[config.mk]
export PLATFORM = sky130hd
export DESIGN_NAME = lfc_top
export DESIGN_NICKNAME = d
export VERILOG_FILES = /design/src/verilog/lfc_pkg.sv /design/src/verilog/lfc_timer.sv /design/src/verilog/lfc_input_voltage_flash_monitor.sv /design/src/verilog/lfc_top.sv
export SDC_FILE = /design/constraint.sdc
export NUM_CORES = 1
export LEC_CHECK = 0
export BUFFER_PORTS_ARGS = -buffer_cell sky130_fd_sc_hd__clkbuf_2
export CAP_MARGIN = 15
export CORE_MARGIN = 3
export CORE_UTILIZATION = 40
export CTS_BUF_LIST = sky130_fd_sc_hd__clkbuf_4 sky130_fd_sc_hd__clkbuf_8
export DETAILED_ROUTE_END_ITERATION = 12
export SYNTH_ARGS = -nofsm -noshare
export SYNTH_HDL_FRONTEND = slang
export SYNTH_SLANG_ARGS = --single-unit
export TNS_END_PERCENT = 20
[constraint.sdc]
create_clock -name ref_clk -period 7.05 [get_ports ref_clk]
set_clock_uncertainty 0.1 [all_clocks]
set_input_delay 0.3525 -clock ref_clk [delete_from_list [all_inputs] [get_ports ref_clk]]
set_output_delay 0.3525 -clock ref_clk [all_outputs]
set_load 0.05 [all_outputs]
[src/verilog/lfc_pkg.sv]
// Constants and types shared by the flash mode and fault supervisor.
package lfc_pkg;

	// ****************************************************************
	// Register offsets
	// ****************************************************************
	localparam logic [7:0] ADDR_REV = 8'h00;
	localparam logic [7:0] ADDR_INPUT_VOLTAGE_FLASH_MONITOR = 8'h01;
	localparam logic [7:0] ADDR_NTC = 8'h02;
	localparam logic [7:0] ADDR_CFG = 8'h07;
	localparam logic [7:0] ADDR_FEAT = 8'h08;
	localparam logic [7:0] ADDR_EN = 8'h0A;
	localparam logic [7:0] ADDR_FLAGS = 8'h0B;

	// ****************************************************************
	// Reset values
	// ****************************************************************
	localparam logic [1:0] FILT_RST = 2'h0;
	localparam logic [7:0] INPUT_VOLTAGE_FLASH_MONITOR_RST = 8'h80;
	localparam logic [7:0] NTC_RST = 8'h12;
	localparam logic [7:0] CFG_RST = 8'h78;
	localparam logic [7:0] FEAT_RST = 8'h1F;
	localparam logic [7:0] EN_RST = 8'h40;

	// ****************************************************************
	// Field positions
	// ****************************************************************
	localparam int REV_FILT_LSB = 3;
	localparam int INPUT_VOLTAGE_FLASH_MONITOR_THR_LSB = 0;
	localparam int INPUT_VOLTAGE_FLASH_MONITOR_HYST_LSB = 3;
	localparam int INPUT_MONITOR_MODE_LSB = 5;
	localparam int INPUT_VOLTAGE_FLASH_MONITOR_UNDERVOLTAGE_LOCKOUT_ENABLE = 7;
	localparam int NTC_THR_LSB = 0;
	localparam int NTC_CUR_LSB = 3;
	localparam int CFG_TX_POL = 3;
	localparam int CFG_TX_TORCH = 4;
	localparam int CFG_NTC_TORCH = 5;
	localparam int CFG_STROBE_LVL = 7;
	localparam int FEAT_TO_LSB = 0;
	localparam int FEAT_CL_LSB = 3;
	localparam int EN_PRECHG = 2;
	localparam int EN_NTC = 3;
	localparam int EN_TEN = 4;
	localparam int EN_STROBE = 5;
	localparam int EN_TX = 6;
	localparam logic [7:0] EN_LOCK_MASK = 8'h17;
	localparam int FLG_TO = 0;
	localparam int FLG_TSD = 1;
	localparam int FLG_LED = 2;
	localparam int FLG_NTC = 3;
	localparam int FLG_TX = 4;
	localparam int FLG_UVLO = 5;
	localparam int FLG_INPUT_VOLTAGE_FLASH_MONITOR = 6;
	localparam logic [7:0] FLG_LOCK_MASK = 8'h2E;

	// ****************************************************************
	// Timing
	// ****************************************************************
	localparam int CLK_KHZ = 25000;
	localparam int CLK_MHZ = CLK_KHZ / 1000;
	localparam int TO_STEP_MS = 100;
	localparam int TO_STEP_CYC = TO_STEP_MS * CLK_KHZ;
	localparam int LED_DLY_US = 256;
	localparam int LED_DLY_CYC = LED_DLY_US * CLK_MHZ;
	localparam int VOUT_DLY_US = 2048;
	localparam int VOUT_DLY_CYC = VOUT_DLY_US * CLK_MHZ;
	localparam int FILT_BASE_US = 100;
	localparam int FILT_BASE_CYC = FILT_BASE_US * CLK_MHZ;

	// ****************************************************************
	// Types
	// ****************************************************************
	typedef enum logic [1:0] {
		MODE_STBY = 2'b00,
		MODE_IND = 2'b01,
		MODE_TORCH = 2'b10,
		MODE_FLASH = 2'b11
	} lfc_mode_t;

	typedef enum logic [1:0] {
		LVL_OFF = 2'b00,
		LVL_TORCH = 2'b01,
		LVL_FLASH = 2'b10,
		LVL_IND = 2'b11
	} lfc_level_t;

	typedef enum logic [1:0] {
		INPUT_VOLTAGE_FLASH_MONITOR_REPORT = 2'b00,
		INPUT_VOLTAGE_FLASH_MONITOR_STOP_HOLD = 2'b01,
		INPUT_VOLTAGE_FLASH_MONITOR_ADJ_DOWN = 2'b10,
		INPUT_VOLTAGE_FLASH_MONITOR_ADJ_UPDOWN = 2'b11
	} lfc_input_monitor_mode_t;

endpackage

[src/verilog/lfc_timer.sv]
// Run-while-enabled cycle counter with a programmable terminal count.
`timescale 1ns/1ps
module lfc_timer #(
	parameter int W = 16
) (
	// Clock and reset
	input wire logic ref_clk,
	input wire logic nrst,
	// Control
	input wire logic run,
	input wire logic [W-1:0] limit,
	// Status
	output logic done
);

	logic [W-1:0] cnt_r;

	// Restarts from zero whenever run drops, saturates at the limit
	always_ff @(posedge ref_clk) begin
		if (!nrst) begin
			cnt_r <= '0;
		end else if (!run) begin
			cnt_r <= '0;
		end else if (cnt_r != limit) begin
			cnt_r <= cnt_r + 1'b1;
		end
	end

	assign done = run && (cnt_r == limit);

endmodule

[src/verilog/lfc_input_voltage_flash_monitor.sv]
// Input voltage flash monitor: ramp hold and step requests per mode.
`timescale 1ns/1ps
module lfc_input_voltage_flash_monitor (
	// Clock and reset
	input wire logic ref_clk,
	input wire logic nrst,
	// Settings and state
	input wire lfc_pkg::lfc_input_monitor_mode_t mode,
	input wire logic flash_act,
	input wire logic ramp_busy,
	// Comparators
	input wire logic below_low,
	input wire logic above_rec,
	input wire logic filt_done,
	// Requests
	output logic low_evt,
	output logic ramp_hold,
	output logic ramp_down,
	output logic ramp_up
);

	logic below_q_r;
	logic cut;

	always_ff @(posedge ref_clk) begin
		if (!nrst) begin
			below_q_r <= 1'b0;
		end else begin
			below_q_r <= below_low;
		end
	end

	// Crossing reported in every mode
	assign low_evt = below_low && !below_q_r;
	// Reduction only after the filter has run out
	assign cut = flash_act && below_low && filt_done;

	always_ff @(posedge ref_clk) begin
		if (!nrst) begin
			ramp_hold <= 1'b0;
			ramp_down <= 1'b0;
			ramp_up <= 1'b0;
		end else begin
			ramp_hold <= 1'b0;
			ramp_down <= 1'b0;
			ramp_up <= 1'b0;
			case (mode)
				lfc_pkg::INPUT_VOLTAGE_FLASH_MONITOR_STOP_HOLD: begin
					ramp_hold <= cut && ramp_busy;
				end
				lfc_pkg::INPUT_VOLTAGE_FLASH_MONITOR_ADJ_DOWN: begin
					ramp_down <= cut;
				end
				lfc_pkg::INPUT_VOLTAGE_FLASH_MONITOR_ADJ_UPDOWN: begin
					ramp_down <= cut;
					ramp_up <= flash_act && above_rec && !below_low;
				end
				default: begin
					ramp_hold <= 1'b0;
				end
			endcase
		end
	end

endmodule

[src/verilog/lfc_top.sv]
// Flash driver mode control, sync handling and fault supervision.
`timescale 1ns/1ps
module lfc_top #(
	parameter int TO_STEP_CYC = lfc_pkg::TO_STEP_CYC,
	parameter int LED_DLY_CYC = lfc_pkg::LED_DLY_CYC,
	parameter int VOUT_DLY_CYC = lfc_pkg::VOUT_DLY_CYC,
	parameter int FILT_BASE_CYC = lfc_pkg::FILT_BASE_CYC,
	// Revision code value is arbitrary
	parameter logic [2:0] REV_ID = 3'h5
) (
	// Clock and reset
	input wire logic ref_clk,
	input wire logic nrst,
	// Register port
	input wire logic [7:0] reg_addr,
	input wire logic [7:0] reg_wdata,
	input wire logic reg_wr,
	input wire logic reg_rd,
	input wire logic reg_rd_end,
	output logic [7:0] reg_rdata,
	// Logic inputs
	input wire logic strobe_in,
	input wire logic torch_in,
	input wire logic tx_in,
	// Comparator results
	input wire logic vin_below_low,
	input wire logic vin_above_recovery,
	input wire logic vin_uvlo,
	input wire logic die_hot,
	input wire logic ntc_below,
	input wire logic ovp_trip,
	input wire logic curlim_trip,
	input wire logic vout_low,
	input wire logic led_low,
	input wire logic ramp_busy,
	// LED and monitor control
	output lfc_pkg::lfc_level_t led_level,
	output logic ramp_hold,
	output logic ramp_down,
	output logic ramp_up,
	output logic ntc_power,
	output logic standby,
	// Converter control
	output logic conv_en,
	output logic nfet_off,
	output logic charge_end,
	output logic pfet_cs,
	// Analog settings
	output logic [2:0] input_voltage_flash_monitor_low_sel,
	output logic [1:0] input_voltage_flash_monitor_hyst_sel,
	output logic [2:0] ntc_thr_sel,
	output logic [1:0] ntc_cur_sel,
	output logic [1:0] curlim_sel
);

	// ****************************************************************
	// Declarations
	// ****************************************************************
	logic [1:0] filt_sel_r;
	logic [7:0] input_voltage_flash_monitor_r, ntc_r, cfg_r, feat_r, en_r, flags_r;
	logic [7:0] rdata_r, flag_set;
	logic lock_r, rd_pend_r, strobe_q_r, strobe_arm_r;
	lfc_pkg::lfc_level_t level_r, level_nxt;
	lfc_pkg::lfc_mode_t mode;
	logic flash_act, to_done, led_dg, vout_dg, filt_done, tx_act;
	logic torch_pin_on, clr, lock_set, input_voltage_flash_monitor_evt, ntc_trip, led_on;
	logic uvlo_trip, led_fault, wr_en;
	logic [24:0] to_lim;
	logic [15:0] filt_lim;

	function automatic logic hit(input logic [7:0] a, input logic [7:0] t);
		return reg_wr && (a == t);
	endfunction

	// ****************************************************************
	// Register writes
	// ****************************************************************
	always_ff @(posedge ref_clk) begin
		if (!nrst) begin
			filt_sel_r <= lfc_pkg::FILT_RST;
			input_voltage_flash_monitor_r <= lfc_pkg::INPUT_VOLTAGE_FLASH_MONITOR_RST;
			ntc_r <= lfc_pkg::NTC_RST;
			cfg_r <= lfc_pkg::CFG_RST;
			feat_r <= lfc_pkg::FEAT_RST;
		end else begin
			if (hit(reg_addr, lfc_pkg::ADDR_REV)) begin
				filt_sel_r <= reg_wdata[lfc_pkg::REV_FILT_LSB +: 2];
			end
			if (hit(reg_addr, lfc_pkg::ADDR_INPUT_VOLTAGE_FLASH_MONITOR)) begin
				input_voltage_flash_monitor_r <= reg_wdata;
			end
			if (hit(reg_addr, lfc_pkg::ADDR_NTC)) begin
				ntc_r <= reg_wdata;
			end
			if (hit(reg_addr, lfc_pkg::ADDR_CFG)) begin
				cfg_r <= reg_wdata;
			end
			if (hit(reg_addr, lfc_pkg::ADDR_FEAT)) begin
				feat_r <= reg_wdata;
			end
		end
	end

	assign wr_en = reg_wr && (reg_addr == lfc_pkg::ADDR_EN);

	// Locked bits read zero and refuse writes until the flags are read
	always_ff @(posedge ref_clk) begin
		if (!nrst) begin
			en_r <= lfc_pkg::EN_RST;
		end else begin
			if (wr_en) begin
				en_r <= reg_wdata & ~((lock_r || lock_set) ?
					lfc_pkg::EN_LOCK_MASK : 8'h00);
			end else if (lock_set) begin
				en_r <= en_r & ~lfc_pkg::EN_LOCK_MASK;
			end
			if (to_done) begin
				en_r[1:0] <= lfc_pkg::MODE_STBY;
			end
		end
	end

	// ****************************************************************
	// Register reads
	// ****************************************************************
	always_ff @(posedge ref_clk) begin
		if (!nrst) begin
			rdata_r <= 8'h00;
		end else if (reg_rd) begin
			case (reg_addr)
				lfc_pkg::ADDR_REV: rdata_r <= {3'h0, filt_sel_r, REV_ID};
				lfc_pkg::ADDR_INPUT_VOLTAGE_FLASH_MONITOR: rdata_r <= input_voltage_flash_monitor_r;
				lfc_pkg::ADDR_NTC: rdata_r <= ntc_r;
				lfc_pkg::ADDR_CFG: rdata_r <= cfg_r;
				lfc_pkg::ADDR_FEAT: rdata_r <= feat_r;
				lfc_pkg::ADDR_EN: rdata_r <= en_r;
				lfc_pkg::ADDR_FLAGS: rdata_r <= flags_r;
				default: rdata_r <= 8'h00;
			endcase
		end
	end

	assign reg_rdata = rdata_r;

	// Flags clear when the read transfer of the flags register ends
	always_ff @(posedge ref_clk) begin
		if (!nrst) begin
			rd_pend_r <= 1'b0;
		end else if (reg_rd) begin
			rd_pend_r <= (reg_addr == lfc_pkg::ADDR_FLAGS);
		end else if (reg_rd_end) begin
			rd_pend_r <= 1'b0;
		end
	end

	assign clr = reg_rd_end && rd_pend_r;

	// ****************************************************************
	// Flash activity and sync input
	// ****************************************************************
	assign mode = lfc_pkg::lfc_mode_t'(en_r[1:0]);
	assign tx_act = en_r[lfc_pkg::EN_TX] &&
		(tx_in == cfg_r[lfc_pkg::CFG_TX_POL]);
	assign torch_pin_on = en_r[lfc_pkg::EN_TEN] && torch_in;

	always_ff @(posedge ref_clk) begin
		if (!nrst) begin
			strobe_q_r <= 1'b0;
			strobe_arm_r <= 1'b0;
		end else begin
			strobe_q_r <= strobe_in;
			if (mode != lfc_pkg::MODE_FLASH) begin
				strobe_arm_r <= 1'b0;
			end else if (strobe_in && !strobe_q_r) begin
				strobe_arm_r <= 1'b1;
			end
		end
	end

	// Register start, or trigger pin by edge or by level
	assign flash_act = (mode == lfc_pkg::MODE_FLASH) && !lock_r &&
		(!en_r[lfc_pkg::EN_STROBE] ||
		(cfg_r[lfc_pkg::CFG_STROBE_LVL] ? strobe_in : strobe_arm_r));

	assign to_lim = 25'(TO_STEP_CYC *
		(int'(feat_r[lfc_pkg::FEAT_TO_LSB +: 3]) + 1));

	lfc_timer #(.W(25)) u_flash_to (
		.ref_clk(ref_clk),
		.nrst(nrst),
		.run(flash_act),
		.limit(to_lim),
		.done(to_done)
	);

	// ****************************************************************
	// LED level selection
	// ****************************************************************
	always_comb begin
		level_nxt = lfc_pkg::LVL_OFF;
		if (!lock_r) begin
			case (mode)
				lfc_pkg::MODE_FLASH: begin
					if (flash_act && !to_done) begin
						if (ntc_trip) begin
							level_nxt = cfg_r[lfc_pkg::CFG_NTC_TORCH] ?
								lfc_pkg::LVL_TORCH : lfc_pkg::LVL_OFF;
						end else if (tx_act) begin
							level_nxt = cfg_r[lfc_pkg::CFG_TX_TORCH] ?
								lfc_pkg::LVL_TORCH : lfc_pkg::LVL_OFF;
						end else begin
							level_nxt = lfc_pkg::LVL_FLASH;
						end
					end else if (torch_pin_on) begin
						level_nxt = lfc_pkg::LVL_TORCH;
					end
				end
				lfc_pkg::MODE_TORCH: level_nxt = lfc_pkg::LVL_TORCH;
				lfc_pkg::MODE_IND: level_nxt = lfc_pkg::LVL_IND;
				default: begin
					if (torch_pin_on) begin
						level_nxt = lfc_pkg::LVL_TORCH;
					end
				end
			endcase
		end
	end

	always_ff @(posedge ref_clk) begin
		if (!nrst) begin
			level_r <= lfc_pkg::LVL_OFF;
		end else begin
			level_r <= level_nxt;
		end
	end

	assign led_level = level_r;
	assign led_on = (level_r == lfc_pkg::LVL_FLASH) ||
		(level_r == lfc_pkg::LVL_TORCH);

	// ****************************************************************
	// Fault detection
	// ****************************************************************
	lfc_timer #(.W(16)) u_led_dg (
		.ref_clk(ref_clk),
		.nrst(nrst),
		.run(led_on),
		.limit(16'(LED_DLY_CYC)),
		.done(led_dg)
	);

	lfc_timer #(.W(16)) u_vout_dg (
		.ref_clk(ref_clk),
		.nrst(nrst),
		.run(led_on),
		.limit(16'(VOUT_DLY_CYC)),
		.done(vout_dg)
	);

	assign led_fault = led_on && ((led_dg && (led_low || ovp_trip)) ||
		(vout_dg && vout_low));
	assign ntc_trip = en_r[lfc_pkg::EN_NTC] && ntc_below &&
		(level_r != lfc_pkg::LVL_OFF);
	assign uvlo_trip = input_voltage_flash_monitor_r[lfc_pkg::INPUT_VOLTAGE_FLASH_MONITOR_UNDERVOLTAGE_LOCKOUT_ENABLE] && vin_uvlo;

	always_comb begin
		flag_set = 8'h00;
		flag_set[lfc_pkg::FLG_TO] = to_done;
		flag_set[lfc_pkg::FLG_TSD] = die_hot;
		flag_set[lfc_pkg::FLG_LED] = led_fault;
		flag_set[lfc_pkg::FLG_NTC] = ntc_trip;
		flag_set[lfc_pkg::FLG_TX] = tx_act && flash_act;
		flag_set[lfc_pkg::FLG_UVLO] = uvlo_trip;
		flag_set[lfc_pkg::FLG_INPUT_VOLTAGE_FLASH_MONITOR] = input_voltage_flash_monitor_evt;
	end

	assign lock_set = |(flag_set & lfc_pkg::FLG_LOCK_MASK);

	// A fault in the clearing cycle keeps its flag; TSD, LED, NTC and UVLO faults also keep the lock
	always_ff @(posedge ref_clk) begin
		if (!nrst) begin
			flags_r <= 8'h00;
			lock_r <= 1'b0;
		end else begin
			flags_r <= (flags_r & {8{!clr}}) | flag_set;
			lock_r <= (lock_r && !clr) || lock_set;
		end
	end

	// ****************************************************************
	// Input voltage flash monitor
	// ****************************************************************
	assign filt_lim = 16'(FILT_BASE_CYC) << filt_sel_r;

	lfc_timer #(.W(16)) u_filt (
		.ref_clk(ref_clk),
		.nrst(nrst),
		.run(vin_below_low),
		.limit(filt_lim),
		.done(filt_done)
	);

	lfc_input_voltage_flash_monitor u_input_voltage_flash_monitor (
		.ref_clk(ref_clk),
		.nrst(nrst),
		.mode(lfc_pkg::lfc_input_monitor_mode_t'(input_voltage_flash_monitor_r[lfc_pkg::INPUT_MONITOR_MODE_LSB +: 2])),
		.flash_act(flash_act),
		.ramp_busy(ramp_busy),
		.below_low(vin_below_low),
		.above_rec(vin_above_recovery),
		.filt_done(filt_done),
		.low_evt(input_voltage_flash_monitor_evt),
		.ramp_hold(ramp_hold),
		.ramp_down(ramp_down),
		.ramp_up(ramp_up)
	);

	assign input_voltage_flash_monitor_low_sel = input_voltage_flash_monitor_r[lfc_pkg::INPUT_VOLTAGE_FLASH_MONITOR_THR_LSB +: 3];
	assign input_voltage_flash_monitor_hyst_sel = input_voltage_flash_monitor_r[lfc_pkg::INPUT_VOLTAGE_FLASH_MONITOR_HYST_LSB +: 2];
	assign ntc_thr_sel = ntc_r[lfc_pkg::NTC_THR_LSB +: 3];
	assign ntc_cur_sel = ntc_r[lfc_pkg::NTC_CUR_LSB +: 2];
	assign curlim_sel = feat_r[lfc_pkg::FEAT_CL_LSB +: 2];

	// ****************************************************************
	// Converter control
	// ****************************************************************
	always_ff @(posedge ref_clk) begin
		if (!nrst) begin
			conv_en <= 1'b0;
			nfet_off <= 1'b1;
			charge_end <= 1'b0;
			pfet_cs <= 1'b0;
			ntc_power <= 1'b0;
			standby <= 1'b1;
		end else begin
			conv_en <= level_nxt != lfc_pkg::LVL_OFF;
			nfet_off <= (level_nxt == lfc_pkg::LVL_OFF) || ovp_trip ||
				vout_low;
			charge_end <= curlim_trip;
			pfet_cs <= (level_nxt != lfc_pkg::LVL_OFF) && vout_low;
			ntc_power <= en_r[lfc_pkg::EN_NTC] &&
				(level_nxt != lfc_pkg::LVL_OFF);
			standby <= lock_r || lock_set;
		end
	end
endmodule

==> reports/qor.yml, run 1 <==
detailed_routing:
  drtIter0Drc: 346
  avgViaCountPerCell: 5.21
  drcViolationCount: 0
  final_antenna_net_count: 0
  first_pass_iters: 5
  vias: 6130
  wire_per_inst_um: 15.3
  routed_wirelength_um: 18000
global_route:
  track_usage_pct: 17.9
  gr-usage-met1_pct: 25.1
  grt_max_degree: 67
  grt_antenna_before_repair: 0
  grt_pass1_vias: 5859
  global_route.usage.met2_pct: 28.4
  busiest_layer: "met2"
  grt_pass1_wl_um: 29500
  gr-usage-met3_pct: 3.27
  grt_overflow: 0
power_and_ir_drop:
  irDropWorstVdd_mv: 0.109
  power.density_nw_per_um2: 187
  p_leak_nw: 3.30
place:
  post-dp-hpwl_um: 13100
  gp_congestion: 0.874
  portBuffers: 64
  placed_area_um2: 8100
  dp.cells: 1143
critical_path:
  path_delay_family: "adder cells"
  required_ns: 7.33
  slowest_stage: "ha_1"
  ff2ff_path_depth: 14
  cp_max_fo: 9
  critical_path_class: "flip-flop to flip-flop"
  cp-end-kind: "flip-flop"
  cp-startpoint: "feat_r[0]$_SDFFE_PN1P_"
  cpMostUsedCell: "ha_1"
  reg2reg_from: "feat_r[0]$_SDFFE_PN1P_"
  crit_path_start_kind: "flip-flop"
  crit_chain: "inv_1 -> ha_1 -> ha_1 -> ha_1 -> ha_1 -> a211oi_1 -> o21a_1 -> o31ai_1 -> xnor2_1 -> nand3_1 -> mux2_4 -> o211ai_4 -> inv_4 -> o21ai_2"
  critPathArrivalTime_ns: 4.83
  timing.rr.end: "nfet_off$_SDFF_PN1_"
  cp_slowest_stage_delay_ns: 0.57
  r2r_setup_slack_ns: 2.50
  critPathBufInv: 2
synthesis:
  synthesis.instances: 881
  syn-num-nets: 957
  synth-seq-cells: 147
  ys.warnings.count: 0
  synth_edf_count: 0
  ys_seq_area_share_pct: 38.4
  synth_area_per_cell_um2: 8.70
  synth_cell_types: 65
  ys.flop_type: "dfxtp_1"
  syn-cell-area_um2: 7670
  synth_async_sr_flop_share_pct: 0
clocking:
  clk_path_buf_depth: 2
  htreeDepth: 4
  cts_buffers: 17
  clock_sinks: 147
  root_buffer: "clkbuf_8"
  worstSkewPairLatency_ns: 0.45
  cts_tree: "yes"
  post_cts_buffers: 0
  path_clk_slew_ns: 0.08
timing:
  period_share_pct: 64.5
  drv_slew: 0
  fmax_mhz: 220
  setup_viol: 0
  worstMarginPinSlew_ns: 1.10
  hold_violations: 0
  fin_crit_ns: 4.55
  tns_ns: 0
  relSlewSlack_pct: 26.2
  rsz0062_at_grt: "false"
floorplanning:
  row_count: 50
  die_y_um: 144
  start_util_pct: 40.9
  dieArea_um2: 20900
  die_w_um: 144
  io_pins: 65
  core-area_um2: 18800
flow_run:
  cap_violations: 0
final_layout:
  n_antenna_cell: 0
  final_cell_area_um2: 8550
  final_cells: 1177
  nFillCells: 1856
  fin_nets: 1006
  final_core_util_pct: 45.5
  final_common_cell: "dfxtp_1"
  final_cell_mix: "147 x dfxtp_1, 91 x nor2_1, 89 x nand2_1"
  drive_above_1_share_pct: 12.3
  synthToLayoutAreaGrowth_pct: 11.5
status:
  status: "finished clean"
min_path:
  min_path_type: "input pin to flip-flop"
  holdPathEnd: "nfet_off$_SDFF_PN1_"
  min_path_cells: 3
  hp-start: "vout_low"
[metal layers]
layer	vias up	wire length [µm]
met5	-	0
met4	0	137
met3	11	700
met2	110	8040
met1	2871	9090
li1	3138	-
[where the power goes]
| group | switching [W] | internal [W] |
|---|---|---|
| combinational | 0.0000352 | 0.0000214 |
| sequential | 0.00000330 | 0.000833 |
| clock | 0.000329 | 0.000373 |
| total | 0.000367 | 0.00123 |
[synth_stat cells, drive strengths merged, types with 17 or more instances]
library cell	instances	area share (%)
nor2b	34	2.8
clkbuf	20	0.98
nand3	56	3.7
o21ai	17	1.2
xor2	49	5.6
or3	17	1.4
a21oi	35	2.3
dfxtp	147	38
nand2	89	4.4
nor2	91	4.5
and3	17	1.4
mux2i	22	2.9
inv	37	1.8
xnor2	35	4.1
buf	19	1.6
ha	40	6.5
[tightest hold or removal path, stage by stage]
cell      delay, ns
clkbuf_2       0.09
nor2_1         0.06
o21ai_2        0.05
[metrics by stage]
step	worst slack [ns]	hold slack, ns	power (W)
6_report	2.50	0.0394	0.00159
5_1_grt	2.23	0.0219	0.00165
4_1_cts	2.52	0.0240	0.00161
3_5_place_dp	2.57	0.315	0.000913
3_3_place_gp	2.62	0.306	0.000912
2_1_floorplan	3.17	0.303	0.000886
[kinds of logic (layout without fill, tap and decap cells)]
kind of cell,count (synthesis),count (layout),synth area share [%]
AOI/OAI and AO/OA,129,129,11.6
xor gates and xnor gates,88,88,10.9
adders and majority gates,42,42,7.05
buffers and inverters,76,138,4.44
DFF,147,147,38.4
muxes,24,24,3.21
and+or+nand+nor,375,375,24.4
[state kept, by name, indices dropped and copies added, names as in the netlist, 8 cells and up]
name / count
input_voltage_flash_monitor_r: 8
u_led_dg.cnt_r: 16
reg_rdata: 8
en_r: 8
u_filt.cnt_r: 16
u_vout_dg.cnt_r: 16
ntc_r: 8
flags_r: 8
u_flash_to.cnt_r: 25
cfg_r: 8
feat_r: 8
[layout make-up]
cell class,instances,area (µm²),share of cell area (%)
multi-input combinational,658,4380,51.3
sequential,147,2940,34.4
timing repair buffer,69,363,4.25
tap,234,293,3.43
clock buffer,20,269,3.15
clock inverter,12,154,1.80
inverter,37,141,1.65
[how the worst max path moves through the flow]
stage | to | slack (ns) | cells past startpoint
detailed placement | nfet_off$_SDFF_PN1_ | 2.57 | 14
finish | nfet_off$_SDFF_PN1_ | 2.50 | 14
CTS | nfet_off$_SDFF_PN1_ | 2.52 | 14
floorplan | nfet_off$_SDFF_PN1_ | 3.17 | 15
global route | nfet_off$_SDFF_PN1_ | 2.23 | 14
global placement | nfet_off$_SDFF_PN1_ | 2.62 | 14
[what timing repair did]
action | CTS | global route
endpoints found under the hold margin | 1 | 0
gates resized for setup | 0 | 0
hold buffers | 2 | 0
No activity file was read; power rests on OpenSTA's default activity.
==> run 2: changes to the inputs <==
Clock period 7.05 ns to 4.5 ns, I/O delays scaled along.
==> run 2 against run 1 <==
Combinational power is 77% higher. Power grew 64%. Utilization increased by 1.3 points. Fmax increased by 8.6%. Cell count up 1.8%.
==> reports/qor.yml, run 2 (synthesis results as in run 1) <==
clocking:
  post_cts_buffers: 0
  cts_buffers: 17
  worstSkewPairLatency_ns: 0.45
  path_clk_slew_ns: 0.08
  root_buffer: "clkbuf_8"
  clock_sinks: 147
  clk_path_buf_depth: 2
  cts_tree: "yes"
  htreeDepth: 4
timing:
  fin_crit_ns: 4.19
  rsz0062_at_grt: "false"
  drv_slew: 0
  worstMarginPinSlew_ns: 1.07
  period_share_pct: 93.1
  hold_violations: 0
  relSlewSlack_pct: 28.2
  tns_ns: 0
  finalWorstSetupSlack_ns: 0.312
  setup_viol: 0
  fmax_mhz: 239
floorplanning:
  die_w_um: 144
  die_y_um: 144
  row_count: 50
  core-area_um2: 18800
  io_pins: 65
  start_util_pct: 40.9
  dieArea_um2: 20900
final_layout:
  nFillCells: 1846
  final_cell_mix: "147 x dfxtp_1, 91 x nor2_1, 89 x nand2_1"
  final_cells: 1198
  drive_above_1_share_pct: 12.5
  fin_nets: 1027
  synthToLayoutAreaGrowth_pct: 14.7
  final_common_cell: "dfxtp_1"
  final_core_util_pct: 46.9
  regMostFlops: "u_flash_to.cnt_r"
  largest_reg_flops: 25
flow_run:
  cap_violations: 0
power_and_ir_drop:
  power.density_nw_per_um2: 297
  p_leak_nw: 3.41
  clkPwrFrac_pct: 46.0
  p_switching_w: 0.000576
  p_int_w: 0.00204
  p_sw_share_pct: 22.0
  combPwrFrac_pct: 3.8
  irDropWorstVdd_mv: 0.175
  seqPwrFrac_pct: 50.1
  total_power_w: 0.00261
detailed_routing:
  wire_per_inst_um: 15.2
  avgViaCountPerCell: 5.22
  drcViolationCount: 0
  vias: 6257
  routed_wirelength_um: 18200
  final_antenna_net_count: 0
  first_pass_iters: 5
  drtIter0Drc: 390
place:
  portBuffers: 64
  dp.cells: 1147
  gp_congestion: 0.889
  post-dp-hpwl_um: 13300
  dp_worst_setup_slack_ns: 0.297
global_route:
  grt_antenna_before_repair: 0
  global_route.usage.met2_pct: 28.1
  grt_overflow: 0
  busiest_layer: "met2"
  gr-usage-met3_pct: 4.13
  grt_max_degree: 63
  grt_pass1_wl_um: 29800
  track_usage_pct: 18.1
  gr-usage-met1_pct: 25.2
  grt_pass1_vias: 5786
status:
  status: "finished clean"
critical_path:
  cp_max_fo: 7
  critPathArrivalTime_ns: 4.47
  crit_path_start_kind: "flip-flop"
  cp-end-kind: "flip-flop"
  required_ns: 4.79
  critical_path_class: "flip-flop to flip-flop"
  r2r_setup_slack_ns: 0.31
min_path:
  min_path_type: "input pin to flip-flop"
==> run 2: cell types whose count changed in the layout (fill, tap and decap cells not counted), sizes merged <==
cell / before / now
buf: 3 / 7
clkinvlp: 3 / 2
diode: 0 / 1
clkbuf: 84 / 83
clkinv: 5 / 3
bufinv: 3 / 5
dlygate4sd3: 2 / 19
inv: 38 / 39
==> run 2: repair_timing <==
item | 4_1_cts | 5_1_grt
endpoints found under the hold margin | 29 | 0
setup endpoints to repair | 0 | 4
gates resized for setup | 0 | 1
hold buffers | 19 | 0
==> run 2: critical path, cell delays in order (launching register included) <==
cell and delay [ns]:
dfxtp_1 0.37, ha_1 0.23, xnor2_2 0.23, inv_1 0.16, ha_1 0.37, fa_1 0.48, ha_1 0.36, o21ai_0 0.27
o21a_1 0.26, o311a_1 0.21, o221ai_2 0.12, nor4_4 0.33, mux2_4 0.35, o211ai_4 0.11, inv_4 0.05, o21ai_2 0.12
==> run 2: final cells by class <==
class                      instances  area, µm²  area share [%]
timing repair buffer              90        563            6.40
sequential                       147       2940            33.5
clock inverter                    12        201            2.29
antenna                            1       2.50          0.0285
multi-input combinational        658       4390            49.9
clock buffer                      19        262            2.97
tap                              234        293            3.33
inverter                          37        141            1.61
==> run 2: stage by stage <==
step           cell area [µm²]  hold WS, ns
2_1_floorplan             7670        0.202
3_3_place_gp              8130        0.306
3_5_place_dp              8130        0.323
4_1_cts                   8790       0.0313
5_1_grt                   8790       0.0191
6_report                  8790       0.0437
==> run 2: worst paths after layout <==
path | end | depth (start not counted) | start
setup reg to reg | nfet_off$_SDFF_PN1_ | 15 | feat_r[1]$_SDFFE_PN1P_
setup / recovery | nfet_off$_SDFF_PN1_ | 15 | feat_r[1]$_SDFFE_PN1P_
hold / removal | charge_end$_SDFF_PN0_ | 2 | nrst
hold reg to reg | flags_r[6]$_SDFF_PN0_ | 1 | u_input_voltage_flash_monitor.below_q_r$_SDFF_PN0_
==> run 2: power by group through the flow <==
stage           logic, W  registers [W]  clock network, W
2_1_floorplan  0.0000469        0.00134                 0
3_3_place_gp   0.0000878        0.00134                 0
3_5_place_dp   0.0000884        0.00134                 0
4_1_cts         0.000101        0.00131           0.00123
5_1_grt         0.000110        0.00131           0.00129
6_report        0.000100        0.00131           0.00120
==> run 2: routing by layer <==
metal | part of all wire, % | vias up | routed length (µm)
li1 | - | 3176 | -
met1 | 50 | 2936 | 9010
met2 | 45 | 124 | 8170
met3 | 4.2 | 21 | 758
met4 | 1.4 | 0 | 262
met5 | 0 | - | 0
